--- src/hdl/pcb_defs.svh ---
// Constants for the configuration forwarding block of a two-bus bridge.
// Assumes inclusion by bare name from files that use the macros.
`ifndef PCB_DEFS_SVH
`define PCB_DEFS_SVH

// ==========================================================
// Bus commands.
`define PCB_CMD_CFG_RD  4'hA
`define PCB_CMD_CFG_WR  4'hB
`define PCB_CMD_SPECIAL 4'h1

// ==========================================================
// Configuration address fields.
`define PCB_TYPE_F   1:0
`define PCB_TYPE0    2'h0
`define PCB_TYPE1    2'h1
`define PCB_BUS_F    23:16
`define PCB_DEV_F    15:11
`define PCB_DEV_LO_F 14:11
`define PCB_DEV_HI   15
`define PCB_FUNC_F   10:8
`define PCB_REG_F    7:2
`define PCB_IDSEL_F  31:16
`define PCB_DEV_ALL  5'h1F
`define PCB_FUNC_ALL 3'h7
`define PCB_REG_ZERO 6'h00
`define PCB_DEV_ZERO 5'h00
`define PCB_IDSEL_ONE  16'h0001
`define PCB_IDSEL_NONE 16'h0000

// ==========================================================
// Data values.
`define PCB_ALL_ONES 32'hFFFFFFFF
`define PCB_ZERO32   32'h00000000

`endif

--- src/hdl/pcb_pkg.sv ---
// Types shared by the configuration forwarding block and its decoder.
// Assumes nothing of its surroundings.
package pcb_pkg;

  typedef enum logic [2:0] {
    FWD_NONE  = 3'h0,
    FWD_T0    = 3'h1,
    FWD_T1_DN = 3'h2,
    FWD_T1_UP = 3'h3,
    FWD_SPC   = 3'h4
  } pcb_fwd_t;

  typedef enum logic [2:0] {
    RSP_NONE   = 3'h0,
    RSP_RETRY  = 3'h1,
    RSP_TRDY   = 3'h2,
    RSP_DISC   = 3'h3,
    RSP_TABORT = 3'h4
  } pcb_resp_t;

  typedef enum logic [1:0] {
    TERM_NORMAL = 2'h0,
    TERM_RETRY  = 2'h1,
    TERM_MABORT = 2'h2,
    TERM_TABORT = 2'h3
  } pcb_term_t;

  typedef enum logic [1:0] {
    ST_IDLE  = 2'h0,
    ST_ISSUE = 2'h1,
    ST_WAIT  = 2'h3,
    ST_DONE  = 2'h2
  } pcb_state_t;

endpackage : pcb_pkg

--- src/hdl/pcb_dec_if.sv ---
// Carrier between the forwarding engine and its address decoder.
// Assumes the package is compiled first.
`timescale 1ns/1ps
interface pcb_dec_if;
  import pcb_pkg::*;
  logic            from_sec;
  logic [31:0]     addr;
  logic [3:0]      cmd;
  logic [7:0]      pri_bus;
  logic [7:0]      sec_bus;
  logic [7:0]      sub_bus;
  pcb_fwd_t        fwd;
  logic [31:0]     out_addr;
  logic [3:0]      out_cmd;
  logic            no_idsel;

  modport eng (output from_sec, addr, cmd, pri_bus, sec_bus, sub_bus,
               input fwd, out_addr, out_cmd, no_idsel);
  modport dec (input from_sec, addr, cmd, pri_bus, sec_bus, sub_bus,
               output fwd, out_addr, out_cmd, no_idsel);
endinterface : pcb_dec_if

--- src/hdl/pcb_decode.sv ---
// Address-phase decoder: classifies a configuration attempt and builds
// the address and command to issue on the target bus.
// Assumes purely combinational use by the forwarding engine.
`timescale 1ns/1ps
`include "pcb_defs.svh"
module pcb_decode (
  pcb_dec_if.dec d
);
  import pcb_pkg::*;

  logic       is_t1;
  logic       is_rd;
  logic       is_wr;
  logic [7:0] bus;
  logic       in_dn;
  logic       in_all;
  logic       spc_key;

  // ==========================================================
  // Classification and address rewrite.
  always_comb begin
    is_t1   = d.addr[`PCB_TYPE_F] == `PCB_TYPE1;
    is_rd   = d.cmd == `PCB_CMD_CFG_RD;
    is_wr   = d.cmd == `PCB_CMD_CFG_WR;
    bus     = d.addr[`PCB_BUS_F];
    in_dn   = (bus > d.sec_bus) && (bus <= d.sub_bus);
    in_all  = (bus >= d.sec_bus) && (bus <= d.sub_bus);
    spc_key = is_t1 && is_wr
              && d.addr[`PCB_DEV_F] == `PCB_DEV_ALL
              && d.addr[`PCB_FUNC_F] == `PCB_FUNC_ALL
              && d.addr[`PCB_REG_F] == `PCB_REG_ZERO;
    d.fwd      = FWD_NONE;
    d.out_addr = d.addr;
    d.out_cmd  = d.cmd;
    d.no_idsel = 1'b0;
    // Special-cycle commands are not configuration commands and fall out.
    if (!d.from_sec) begin
      if (is_t1 && (is_rd || is_wr) && bus == d.sec_bus) begin
        if (spc_key) begin
          d.fwd     = FWD_SPC;
          d.out_cmd = `PCB_CMD_SPECIAL;
        end else begin
          d.fwd = FWD_T0;
          d.out_addr[`PCB_TYPE_F] = `PCB_TYPE0;
          d.out_addr[`PCB_DEV_F]  = `PCB_DEV_ZERO;
          if (d.addr[`PCB_DEV_HI]) begin
            d.out_addr[`PCB_IDSEL_F] = `PCB_IDSEL_NONE;
            d.no_idsel = 1'b1;
          end else begin
            d.out_addr[`PCB_IDSEL_F] = `PCB_IDSEL_ONE << d.addr[`PCB_DEV_LO_F];
          end
        end
      end else if (is_t1 && (is_rd || is_wr) && in_dn) begin
        d.fwd = FWD_T1_DN;
      end
    end else begin
      if (spc_key && bus == d.pri_bus) begin
        d.fwd     = FWD_SPC;
        d.out_cmd = `PCB_CMD_SPECIAL;
      end else if (is_t1 && is_wr && !in_all
                   && d.addr[`PCB_DEV_F] == `PCB_DEV_ALL
                   && d.addr[`PCB_FUNC_F] == `PCB_FUNC_ALL) begin
        d.fwd = FWD_T1_UP;
      end
    end
  end

endmodule : pcb_decode

--- src/hdl/pcb_forward.sv ---
// Configuration forwarding engine of a two-bus bridge: claims Type 1
// attempts, runs one delayed transaction on the target bus, retries
// repeats until it completes, then answers the next matching repeat.
// Assumes all inputs come from logic on clk; the target-bus engine runs
// the bus protocol, including master abort on an unanswered address.
`timescale 1ns/1ps
`include "pcb_defs.svh"

// Notes on behaviour
// - Type 0 generated only downstream, never primary.
// - Claim when type bits 01 and bus equals secondary.
// - Translated address: type bits 00, device field zero.
// - Devices 0 to 15 drive one-hot select line.
// - Devices 16 up: no select line, still forwarded.
// - No select line reached: target bus master abort.
// - Type 0 forwarding delayed, single 32-bit phase.
// - Forward downstream unchanged when bus in subordinate range.
// - Forward writes upstream for out-of-range broadcast address.
// - Type 1 writes delayed, single data phase.
// - Special-cycle commands as target are ignored.
// - Broadcast register-zero write launches a special cycle.
// - Special cycle keeps address and data, swaps command.
// - Special cycle abort hidden; repeat gets TRDY.
// - Multiple phases requested: disconnect in first phase.
module pcb_forward (
  input  wire logic              clk,
  input  wire logic              rst,
  input  wire logic              ini_valid,
  input  wire logic              ini_from_sec,
  input  wire logic [31:0]       ini_addr,
  input  wire logic [3:0]        ini_cmd,
  input  wire logic [31:0]       ini_data,
  input  wire logic              ini_multi,
  input  wire logic [7:0]        pri_bus,
  input  wire logic [7:0]        sec_bus,
  input  wire logic [7:0]        sub_bus,
  output logic                   tgt_valid,
  output logic                   tgt_to_sec,
  output logic [31:0]            tgt_addr,
  output logic [3:0]             tgt_cmd,
  output logic [31:0]            tgt_data,
  output logic                   tgt_no_idsel,
  input  wire logic              tgt_accept,
  input  wire logic              tgt_done,
  input  wire pcb_pkg::pcb_term_t tgt_term,
  input  wire logic [31:0]       tgt_rdata,
  output logic                   rsp_valid,
  output pcb_pkg::pcb_resp_t     rsp_code,
  output logic [31:0]            rsp_data
);
  import pcb_pkg::*;

  // ==========================================================
  // Decoder of the current address phase.
  pcb_dec_if dif ();

  assign dif.from_sec = ini_from_sec;
  assign dif.addr     = ini_addr;
  assign dif.cmd      = ini_cmd;
  assign dif.pri_bus  = pri_bus;
  assign dif.sec_bus  = sec_bus;
  assign dif.sub_bus  = sub_bus;

  pcb_decode u_dec (
    .d (dif.dec)
  );

  // ==========================================================
  // State of the single delayed transaction.
  pcb_state_t  state;
  pcb_state_t  next_state;
  logic [31:0] held_addr;
  logic [31:0] next_held_addr;
  logic [3:0]  held_cmd;
  logic [3:0]  next_held_cmd;
  logic [31:0] held_data;
  logic [31:0] next_held_data;
  logic        held_sec;
  logic        next_held_sec;
  pcb_fwd_t    held_fwd;
  pcb_fwd_t    next_held_fwd;
  logic        res_abort;
  logic        next_res_abort;
  logic [31:0] res_data;
  logic [31:0] next_res_data;

  logic        next_tgt_valid;
  logic        next_tgt_to_sec;
  logic [31:0] next_tgt_addr;
  logic [3:0]  next_tgt_cmd;
  logic [31:0] next_tgt_data;
  logic        next_tgt_no_idsel;

  logic        next_rsp_valid;
  pcb_resp_t   next_rsp_code;
  logic [31:0] next_rsp_data;

  logic        claim;
  logic        same;

  // A repeat matches when address, command, side and write data agree.
  assign claim = ini_valid && dif.fwd != FWD_NONE;
  assign same  = ini_valid
                 && ini_addr == held_addr
                 && ini_cmd == held_cmd
                 && ini_from_sec == held_sec
                 && (ini_cmd == `PCB_CMD_CFG_RD || ini_data == held_data);

  // ==========================================================
  // Transaction phase and the attempt that it serves.
  always_comb begin
    next_state     = state;
    next_held_addr = held_addr;
    next_held_cmd  = held_cmd;
    next_held_data = held_data;
    next_held_sec  = held_sec;
    next_held_fwd  = held_fwd;
    unique case (state)
      ST_IDLE: begin
        if (claim) begin
          // Latch the attempt and start it as a delayed transaction.
          next_held_addr = ini_addr;
          next_held_cmd  = ini_cmd;
          next_held_data = ini_data;
          next_held_sec  = ini_from_sec;
          next_held_fwd  = dif.fwd;
          next_state     = ST_ISSUE;
        end
      end
      ST_ISSUE: begin
        if (tgt_accept) begin
          next_state = ST_WAIT;
        end
      end
      ST_WAIT: begin
        if (tgt_done) begin
          if (tgt_term == TERM_RETRY) begin
            // The target asked for a retry: issue the same cycle again.
            next_state = ST_ISSUE;
          end else begin
            next_state = ST_DONE;
          end
        end
      end
      ST_DONE: begin
        // Only the matching repeat releases the result; others keep waiting.
        if (claim && same) begin
          next_state = ST_IDLE;
        end
      end
    endcase
  end

  // ==========================================================
  // Result of the target-bus cycle, kept until the repeat fetches it.
  always_comb begin
    next_res_abort = res_abort;
    next_res_data  = res_data;
    if (state == ST_IDLE && claim) begin
      next_res_abort = 1'b0;
      next_res_data  = `PCB_ZERO32;
    end else if (state == ST_WAIT && tgt_done) begin
      unique case (tgt_term)
        TERM_RETRY: begin
          // Nothing to keep: the same cycle goes out again.
        end
        TERM_NORMAL: begin
          next_res_data = tgt_rdata;
        end
        TERM_MABORT: begin
          // Expected for a special cycle and for a missing select line.
          if (held_fwd == FWD_SPC) begin
            next_res_data = `PCB_ZERO32;
          end else begin
            next_res_data = `PCB_ALL_ONES;
          end
        end
        TERM_TABORT: begin
          next_res_abort = 1'b1;
        end
      endcase
    end
  end

  // ==========================================================
  // Request to the target-bus engine, held until it is accepted.
  always_comb begin
    next_tgt_valid    = tgt_valid;
    next_tgt_to_sec   = tgt_to_sec;
    next_tgt_addr     = tgt_addr;
    next_tgt_cmd      = tgt_cmd;
    next_tgt_data     = tgt_data;
    next_tgt_no_idsel = tgt_no_idsel;
    if (state == ST_IDLE && claim) begin
      next_tgt_valid    = 1'b1;
      next_tgt_to_sec   = !ini_from_sec;
      next_tgt_addr     = dif.out_addr;
      next_tgt_cmd      = dif.out_cmd;
      next_tgt_data     = ini_data;
      next_tgt_no_idsel = dif.no_idsel;
    end else if (state == ST_ISSUE && tgt_accept) begin
      next_tgt_valid = 1'b0;
    end else if (state == ST_WAIT && tgt_done && tgt_term == TERM_RETRY) begin
      // Raised again at once, so a target retry costs no extra idle cycle.
      next_tgt_valid = 1'b1;
    end
  end

  // ==========================================================
  // Answer to the initiator, one cycle after each claimed attempt.
  always_comb begin
    next_rsp_valid = 1'b0;
    next_rsp_code  = RSP_NONE;
    next_rsp_data  = `PCB_ZERO32;
    if (claim) begin
      next_rsp_valid = 1'b1;
      next_rsp_code  = RSP_RETRY;
      if (state == ST_DONE && same) begin
        // The initiator repeats: hand over the completion once.
        if (res_abort) begin
          next_rsp_code = RSP_TABORT;
        end else if (ini_multi) begin
          next_rsp_code = RSP_DISC;
          next_rsp_data = res_data;
        end else begin
          next_rsp_code = RSP_TRDY;
          next_rsp_data = res_data;
        end
      end
    end
  end

  // ==========================================================
  // Registers of the transaction phase and the held attempt.
  always_ff @(posedge clk) begin
    if (rst) begin
      state     <= ST_IDLE;
      held_addr <= `PCB_ZERO32;
      held_cmd  <= `PCB_CMD_CFG_RD;
      held_data <= `PCB_ZERO32;
      held_sec  <= 1'b0;
      held_fwd  <= FWD_NONE;
    end else begin
      state     <= next_state;
      held_addr <= next_held_addr;
      held_cmd  <= next_held_cmd;
      held_data <= next_held_data;
      held_sec  <= next_held_sec;
      held_fwd  <= next_held_fwd;
    end
  end

  // ==========================================================
  // Registers of the result.
  always_ff @(posedge clk) begin
    if (rst) begin
      res_abort <= 1'b0;
      res_data  <= `PCB_ZERO32;
    end else begin
      res_abort <= next_res_abort;
      res_data  <= next_res_data;
    end
  end

  // ==========================================================
  // Registers of the target request.
  always_ff @(posedge clk) begin
    if (rst) begin
      tgt_valid    <= 1'b0;
      tgt_to_sec   <= 1'b0;
      tgt_addr     <= `PCB_ZERO32;
      tgt_cmd      <= `PCB_CMD_CFG_RD;
      tgt_data     <= `PCB_ZERO32;
      tgt_no_idsel <= 1'b0;
    end else begin
      tgt_valid    <= next_tgt_valid;
      tgt_to_sec   <= next_tgt_to_sec;
      tgt_addr     <= next_tgt_addr;
      tgt_cmd      <= next_tgt_cmd;
      tgt_data     <= next_tgt_data;
      tgt_no_idsel <= next_tgt_no_idsel;
    end
  end

  // ==========================================================
  // Registers of the answer.
  always_ff @(posedge clk) begin
    if (rst) begin
      rsp_valid <= 1'b0;
      rsp_code  <= RSP_NONE;
      rsp_data  <= `PCB_ZERO32;
    end else begin
      rsp_valid <= next_rsp_valid;
      rsp_code  <= next_rsp_code;
      rsp_data  <= next_rsp_data;
    end
  end

endmodule : pcb_forward

--- config.mk ---
export PLATFORM = sky130hd
export DESIGN_NAME = pcb_forward
export DESIGN_NICKNAME = d
export VERILOG_FILES = /design/src/hdl/pcb_pkg.sv /design/src/hdl/pcb_dec_if.sv /design/src/hdl/pcb_decode.sv /design/src/hdl/pcb_forward.sv
export VERILOG_INCLUDE_DIRS = /design/src /design/src/hdl
export SDC_FILE = /design/constraint.sdc
export NUM_CORES = 1
export LEC_CHECK = 0
export ABC_AREA = 0
export BUFFER_PORTS_ARGS = -buffer_cell sky130_fd_sc_hd__buf_4
export CAP_MARGIN = 20
export CORE_MARGIN = 1
export CORE_UTILIZATION = 51
export DETAILED_ROUTE_END_ITERATION = 6
export GPL_ROUTABILITY_DRIVEN = 0
export PLACE_DENSITY = 0.77
export SYNTH_ARGS = -nofsm -noshare
export SYNTH_HDL_FRONTEND = slang
export SYNTH_SLANG_ARGS = --single-unit
--- constraint.sdc ---
create_clock -name clk -period 2.79 [get_ports clk]
set_input_delay 0.279 -clock clk [delete_from_list [all_inputs] [get_ports clk]]
set_output_delay 0.279 -clock clk [all_outputs]
set_load 0.02 [all_outputs]
### After elaboration in Yosys (flattened, before gate mapping)

Cells that the tools add are included.

* bits in registers: 214
* bits in writable memories: 0
* memories: 0
* word-level logic and storage cells: 125
* bits in latches: 0
* ROM bits: 0
* output and inout bits: 107

* reductions and logical operators: 42
* add/sub/neg operators: 0
* multipliers: 0
* magnitude comparators: 3
* multiplexer cells: 36
* div/mod/pow operators: 0
* eq/ne operators: 22
* shift-type cells: 1
* bitwise gates (word level): 2

Operators by type and width (number)
* $eq 32x32->1: 2
* $pmux 32 s2: 1
* $mux 21: 3
* $mux 32: 1
* $logic_and 1x1->1: 24
* $mux 2: 10
* $eq 8x8->1: 2
* $mux 16: 1
* $mux 4: 4
* $shl 1x4->16 const A: 1
* $mux 3: 5
* $mux 1: 10
* $eq 2x2->1 const B: 4
* $eq 4x4->1 const B: 2
* $ge 8x8->1: 1
* $gt 8x8->1: 1
* $le 8x8->1: 1
* $ne 2x2->1 const B: 4
* $pmux 2 s4: 1
* $eq 2x1->1 const B: 3
* $eq 3x3->1 const B: 2
* $logic_not 6->1: 1
* $reduce_and 2->1: 3
* $reduce_bool 3->1: 2
* 12 further kinds: 17

### Logic depth before layout (Yosys ltp)

Gate-level depths: netlist of run 1.

* depth in word-level cells: 14
* mapped depth: 13
* mapped depth without buffers: 10

### Cells and area by module

Synthesis of run 1 repeated with hierarchy kept, for this count alone.

* cells, all modules: 999
* area, all modules: 8075.2 µm²

Modules (own cells, without submodules)
* pcb_forward: instances 1, area an instance 6881.6 µm², cells an instance 825, sequential area each 3643.5 µm²
* pcb_decode: instances 1, area an instance 1193.6 µm², cells an instance 174, sequential area each 0.0 µm²

### Worst setup path before layout of run 1

OpenSTA, ideal clock, no wires.

* path type: input to register
* from: input sec_bus[1]
* to: register rsp_data[19]
* arrival: 2.420 ns
* path buffers: 1
* stages on the path: 11
* library setup time: 0.059 ns
* setup slack: 0.311 ns
* cells stage by stage: inv_1 ha_1 nor2b_1 o211a_1 a2111oi_4 and2_1 o2111ai_2 and3_4 nor4_4 buf_6 and2_1

* longest elaborated chain between the ends: 13
* elaborated cells between the ends (all ways): 20
* classes of those cells: 2 x order compare; 1 x eq/ne; 5 x mux; 1 x bitwise; 11 x reduce/logical

Ends and longest elaborated chain
* start, declared: line pcb_forward.sv:35 `input wire logic [7:0] sec_bus,`
* $ge 8x8->1: line pcb_decode.sv:27 `in_all = (bus >= d.sec_bus) && (bus <= d.sub_bus);`
* $logic_and 1x1->1: line pcb_decode.sv:27
* $logic_not 1->1: line pcb_decode.sv:60 `end else if (is_t1 && is_wr && !in_all`
* $logic_and 1x1->1: line pcb_decode.sv:60
* $logic_and 1x1->1 (no line) (2 in series)
* $mux 2: line pcb_decode.sv:60
* $mux 3: line pcb_decode.sv:57 `if (spc_key && bus == d.pri_bus) begin`
* $mux 3 *: line pcb_decode.sv:37 `if (!d.from_sec) begin`
* $reduce_bool 3->1 *: line pcb_forward.sv:102 `assign claim = ini_valid && dif.fwd != FWD_NONE;`
* $logic_and 1x1->1 *: line pcb_forward.sv:102
* $not 1->1 (no line) *
* $reduce_or 4->1 (no line) *
* end signal, assigned: line pcb_forward.sv:291 `` rsp_data <= `PCB_ZERO32; ``
* end signal, assigned: line pcb_forward.sv:295 `rsp_data <= next_rsp_data;`
* end, declared: line pcb_forward.sv:49 `output logic [31:0] rsp_data`

Every way passes the cells marked *; elsewhere a longest branch is shown, timed or not.
A chain may end at the register's enable or synchronous reset.

### Worst setup path in the final report of run 1

* from: register held_data[20]
* to: register rsp_data[8]

* longest elaborated chain between the ends: 6

Ends and longest elaborated chain
* start, declared: line pcb_forward.sv:76 `logic [31:0] held_data;`
* start signal, assigned: line pcb_forward.sv:240 `` held_data <= `PCB_ZERO32; ``
* start signal, assigned: line pcb_forward.sv:247 `held_data <= next_held_data;`
* $eq 32x32->1: line pcb_forward.sv:107 `` && (ini_cmd == `PCB_CMD_CFG_RD || ini_data == held_data); ``
* $logic_or 1x1->1: line pcb_forward.sv:107
* $logic_and 1x1->1: line pcb_forward.sv:103 `assign same = ini_valid`
* $logic_and 1x1->1: line pcb_forward.sv:218 `if (state == ST_DONE && same) begin`
* $not 1->1 (no line)
* $reduce_or 4->1 (no line)

No other way between the ends.

==> results of run 1 <==
==> worst max-delay path, stage by stage (launching register included) <==
cell	delay [ps]
dfxtp_1	330
xnor2_1	210
nand4_1	120
nor4_1	380
a21oi_1	210
nor4_2	370
nand2_1	190
nor4_4	180
buf_4	250
and2_1	160
==> cell type report <==
type	count	area (µm²)	area share
clock buffer	19	443	0.0437
clock inverter	13	151	0.0149
inverter	21	78.8	0.00778
multi-input combinational	644	3710	0.366
sequential	173	3460	0.342
tap	184	230	0.0227
timing repair buffer	267	2050	0.203
==> cell usage after synthesis, types with 13 or more instances <==
cell and n:
dfxtp_1 173, nor4_1 18, a21oi_1 115, clkbuf_1 30, nor3_1 62, nand2_1 149, buf_4 13, nor2_1 62
a211oi_1 15, nand3_1 13, buf_2 20, xor2_1 32, and2_1 40, inv_1 20, ha_1 16, nand4_1 15
xnor2_1 41
==> layer usage <==
layer	wire, µm	GRT usage
met1	8580	0.330
met2	10400	0.465
met3	1260	0.0522
met4	687	0.129
met5	0	0
==> through the flow <==
| stage | TNS (ps) | area [µm²] |
|---|---|---|
| floorplan | 0 | 7560 |
| global placement | -213 | 9530 |
| detailed placement | -3470 | 9530 |
| CTS | 0 | 10100 |
| global route | 0 | 10100 |
| finish | 0 | 10100 |
==> state kept, by name, indices dropped and copies added, names as in the netlist <==
register	count
state	2
rsp_code	3
held_cmd	4
tgt_no_idsel	1
held_data	32
held_addr	32
held_fwd	3
rsp_valid	1
res_data	32
rsp_data	32
tgt_addr	23
tgt_valid	1
held_sec	1
tgt_cmd	4
tgt_to_sec	1
res_abort	1
==> power breakdown <==
group / total [µW] / leakage [µW] / internal (µW) / switching (µW)
Sequential: 2470 / 0.00139 / 2470 / 1.89
Clock: 2370 / 0.000295 / 1360 / 1010
Combinational: 433 / 0.00248 / 215 / 218
==> worst max path at each step <==
stage	startpoint	end	slack (ps)
floorplan	sec_bus[1]	rsp_data[19]	310
global placement	ini_addr[17]	rsp_data[12]	-10
detailed placement	ini_addr[17]	tgt_addr[25]	-90
CTS	held_data[23]	rsp_data[8]	160
global route	held_data[29]	rsp_data[6]	100
finish	held_data[20]	rsp_data[8]	320
==> cells by family (layout without fill, tap and decap cells) <==
logic type	Yosys count	count (layout)
buf+inv	87	320
flops	173	173
xor+xnor	73	73
fa+ha+maj	16	16
simple gates	397	397
mux	1	1
compound gates	157	157
==> results_dict.tcl, run 1 <==
set metrics [dict create \
    status "completed" \
    dpl_worst_slack_ps -89.4 \
    relSlewSlack 0.508 \
    layout_commonest_cell "buf_4" \
    placed_cells 1289 \
    vdd_drop_max_uv 411 \
    clk_pin_slew_ps 60 \
    synth_cell_type_count 56 \
    power.density_nw_per_um2 521 \
    postSynthNetCount 1053 \
    worstHoldPathCells 3 \
    place_hpwl_um 15400 \
    min_to "held_data[18]" \
    drive_gt1_frac 0.274 \
    die_x_um 124 \
    core-area_um2 14500 \
    hold_path.class "in2reg" \
    via_per_inst 5.35 \
    vias 7064 \
    crit_fanout 20 \
    drt-initial-drc-count 504 \
    r2r_cells 9 \
    grt_pass1_vias 6479 \
    finalCritPeriodShare 0.886 \
    worst_pin_slew_ps 738 \
    fin_skew_ps 10.2 \
    final_nets 1273 \
    synth-compound-area-share 0.120 \
    cp.required_ps 3160 \
    io_pins 240 \
    rr_endpoint "rsp_data[8]" \
    tritoncts "done" \
    h-tree-depth 4 \
    rows 44 \
    setup_viol 0 \
    crit_path_start_kind "flip-flop" \
    die-area_um2 15300 \
    syn_area_um2 7560 \
    synth_top_family_by_area "simple AND/OR/NAND/NOR gates" \
    start_util 0.522 \
    muxShareOfSynthArea 0.00132 \
    port_buffers 239 \
    numCtsBuffers 17 \
    syn_area_per_cell_um2 8.36 \
    die_h_um 124 \
    async_reset_ff_frac 0 \
    post-cts-setup-buffers 0 \
    maxCapViolCount 0 \
    yosys.area_share.simple 0.253 \
    grt_remaining_overflow 0 \
    grt_pass1_wl_um 32100 \
    synth_flop_cell "dfxtp_1" \
    yosysTopAreaCell "dfxtp_1" \
    clockBufferDepth 2 \
    crit_path_end_kind "flip-flop" \
    grt_max_degree 71 \
    drt_first_pass_iters 5 \
    rsz0062_at_grt "no" \
    nFillCells 1184 \
    worst_slack_ps 319 \
    p_total_uw 5280 \
    layout_common_cells "buf_4 (263), dfxtp_1 (173), nand2_1 (149)" \
    report.final.slew_viol_count 0 \
    final_cells 1321 \
    min_period_ps 2470 \
    wl_per_cell_um 15.8 \
    antenna_found_initial 0 \
    hold_violations 0 \
    hold_ws_ps 111 \
    clock_latency_ps 430 \
    cp_data_arrival_time_ps 2840 \
    ys_warn_count 0 \
    fmax_ghz 0.405 \
    synth-adder-area-share 0.0265 \
    critPathKind "reg2reg" \
    cts.repair.resized 0 \
    ys_seq_area_frac 0.458 \
    r2r_start "held_data[20]" \
    totalWireLength_um 20900 \
    cts-root-buf "clkbuf_16" \
    num_antenna_cells 0 \
    area_growth_pct 34.0 \
    synthTopCellsByArea "dfxtp_1 (46%), a21oi_1 (7.6%), nand2_1 (7.4%)" \
    netlist_instances 904 \
    grtUsageTotal 0.273 \
    ctsHoldBuffers 0 \
    ant_nets 0 \
    synthXorXnorAreaFrac 0.0846 \
    leakage_uw 0.00417 \
    synth_top_area_frac 0.458 \
    ys_seq_elements 173 \
    drc 0 \
    cts.sinks 173 \
    min-delay-start "ini_data[18]" \
    utilization 0.699 \
    synth_edf_count 0 \
    r2r_slack_ps 320 \
]
No activity file was read; power rests on OpenSTA's default activity.
==> run 2: changes to the inputs <==
- CORE_UTILIZATION: 51 -> 47
- PLACE_DENSITY: 0.77 -> 0.74
- SYNTH_HIERARCHICAL: not set -> 1
- clock period: 2.79 -> 2.1 ns (I/O delays scaled with it)
==> results_dict.tcl, run 2 <==
set metrics [dict create \
    report.final.slew_viol_count 0 \
    area_growth_pct 44.2 \
    cts-root-buf "clkbuf_16" \
    layout_commonest_cell "buf_4" \
    rsz0062_at_grt "yes" \
    cts.sinks 182 \
    syn_area_per_cell_um2 8.08 \
    worstHoldPathCells 3 \
    ys_seq_area_frac 0.451 \
    path_buf_inv 5 \
    r2r_slack_ps -90 \
    fin_skew_ps 11.9 \
    drt_first_pass_iters 5 \
    violations "setup timing" \
    r2r_start "held_addr[20]" \
    status "finished with violations" \
    critical-path-max-stage-delay_ps 310 \
    finalCritPeriodShare 1.09 \
    core-area_um2 16700 \
    crit_fanout 7 \
    die_x_um 133 \
    rr_endpoint "rsp_data[7]" \
    final_nets 1414 \
    p_total_uw 7430 \
    critPathKind "in2reg" \
    antenna_found_initial 0 \
    die_h_um 133 \
    clockBufferDepth 2 \
    place_hpwl_um 16800 \
    vias 7776 \
    port_buffers 239 \
    critPathTopFamily "compound AO/OA/AOI/OAI gates" \
    rows 47 \
    hold_violations 0 \
    postSynthNetCount 1148 \
    worst_pin_slew_ps 563 \
    yosysTopAreaCell "dfxtp_1" \
    ys_warn_count 6 \
    grt_use_met2 0.433 \
    grt_remaining_overflow 0 \
    crit_path_start_kind "input pin" \
    hold_path.class "in2reg" \
    drt-initial-drc-count 517 \
    maxCapViolCount 0 \
    grtUsageTotal 0.271 \
    min_to "held_data[25]" \
    power.density_nw_per_um2 638 \
    io_pins 240 \
    crit_slowest_cell "a211o_1" \
    synth_top_area_frac 0.451 \
    ys_top_cells_by_count "nand2_1 (247), dfxtp_1 (182), a21oi_1 (145), xnor2_1 (68), clkbuf_1 (51)" \
    met1_usage 0.359 \
    clock_latency_ps 440 \
    top_usage_layer "met2" \
    r2r_cells 7 \
    leakage_uw 0.00465 \
    synth_flop_cell "dfxtp_1" \
    vdd_drop_max_uv 559 \
    synthTopCellsByArea "dfxtp_1 (45%), nand2_1 (11%), a21oi_1 (9.0%)" \
    ant_nets 0 \
    grt_max_degree 116 \
    num_antenna_cells 0 \
    min-delay-start "ini_data[25]" \
    synth_edf_count 0 \
    grt_pass1_wl_um 37600 \
    cp_cell_sequence "buf_8 -> ha_4 -> nor2b_1 -> o211ai_1 -> a211o_1 -> o211ai_1 -> o22ai_4 -> o31ai_4 -> buf_6 -> nor3_4 -> buf_12 -> buf_8 -> buf_6 -> nand2_4 -> a21oi_2" \
    die-area_um2 17700 \
    start_util 0.484 \
    cp.required_ps 2400 \
    utilization 0.697 \
    totalWireLength_um 24000 \
    layout_common_cells "buf_4 (296), nand2_1 (236), dfxtp_1 (182)" \
    cp_data_arrival_time_ps 2580 \
    min_period_ps 2280 \
    setup_viol 175 \
    clk_pin_slew_ps 80 \
    relSlewSlack 0.625 \
    worst_slack_ps -185 \
    gr-usage-met3 0.0602 \
    drive_gt1_frac 0.361 \
    netlist_instances 999 \
    syn_area_um2 8080 \
    h-tree-depth 4 \
    synth.most_common_cell "nand2_1" \
    crit_path_end_kind "flip-flop" \
    tritoncts "done" \
    numCtsBuffers 17 \
    ys_seq_elements 182 \
    synth_cell_type_count 55 \
    grt_pass1_vias 7425 \
    async_reset_ff_frac 0 \
    drc 0 \
    fmax_ghz 0.438 \
    via_per_inst 5.19 \
    wl_per_cell_um 16.0 \
]
## run 2: power breakdown
part	leakage (µW)	internal, µW	total (µW)	switching, µW
Sequential	0.00147	3450	3460	10.2
Clock	0.000298	1630	3230	1600
Combinational	0.00289	367	729	363
## run 2: final cells by class
cell class | count | area (µm²)
fillers | 1367 | 5060
multi-input cells | 725 | 4410
flip-flops and latches | 182 | 3640
repair buffers | 320 | 2620
clock buffers | 17 | 425
well taps | 220 | 275
clock inverters | 15 | 191
inverters | 19 | 76.3
## run 2: timing repair
| item | in CTS | in global routing |
|---|---|---|
| cloned | 0 | 1 |
| hold buffers | 0 | 0 |
| pin swaps | 30 | 20 |
| setup buffers | 8 | 2 |
| setup endpoints to repair | 175 | 181 |
| resized for setup | 45 | 21 |
## run 2: how the worst max path moves through the flow
stage	endpoint	cells past startpoint	start	slack, ps
floorplan	tgt_cmd[1]	11	ini_addr[5]	-320
global placement	tgt_valid	13	ini_addr[19]	-630
detailed placement	tgt_valid	13	ini_addr[19]	-690
CTS	held_addr[13]	15	ini_addr[17]	-50
global route	tgt_addr[9]	12	ini_addr[17]	-260
finish	held_fwd[0]	15	ini_addr[17]	-180
## run 2: layer usage
| metal | vias up | part of all wire |
|---|---|---|
| met1 | 3618 | 0.44 |
| met5 | - | 0 |
| met2 | 281 | 0.47 |
| li1 | 3830 | - |
| met3 | 47 | 0.065 |
| met4 | 0 | 0.022 |
## run 2: cell families (layout without fill, tap and decap cells)
group,Yosys count,in the layout,synth area share
AOI/OAI and AO/OA,184,184,0.127
xor gates and xnor gates,77,77,0.0835
adders and majority gates,16,16,0.0248
buffers and inverters,92,371,0.0556
DFF,182,182,0.451
and+or+nand+nor,448,448,0.258
## run 2: through the flow
stage	setup slack, ps	cells	hold slack (ps)	setup TNS, ps	instance area [µm²]
floorplan	-325	999	334	-42980	8410
global placement	-634	1455	435	-96490	10600
detailed placement	-686	1455	439	-104020	10600
CTS	-50.5	1495	10.1	-2200	11500
global route	-262	1498	19.0	-36340	11600
finish	-185	1498	26.7	-20140	11600
## run 2: worst reg2reg max path: cells and delay by family (launching register included)
family	cells	cell delay (ps)
buffers and inverters	1	210
DFF	1	330
and+or+nand+nor	5	1310
xor gates and xnor gates	1	300
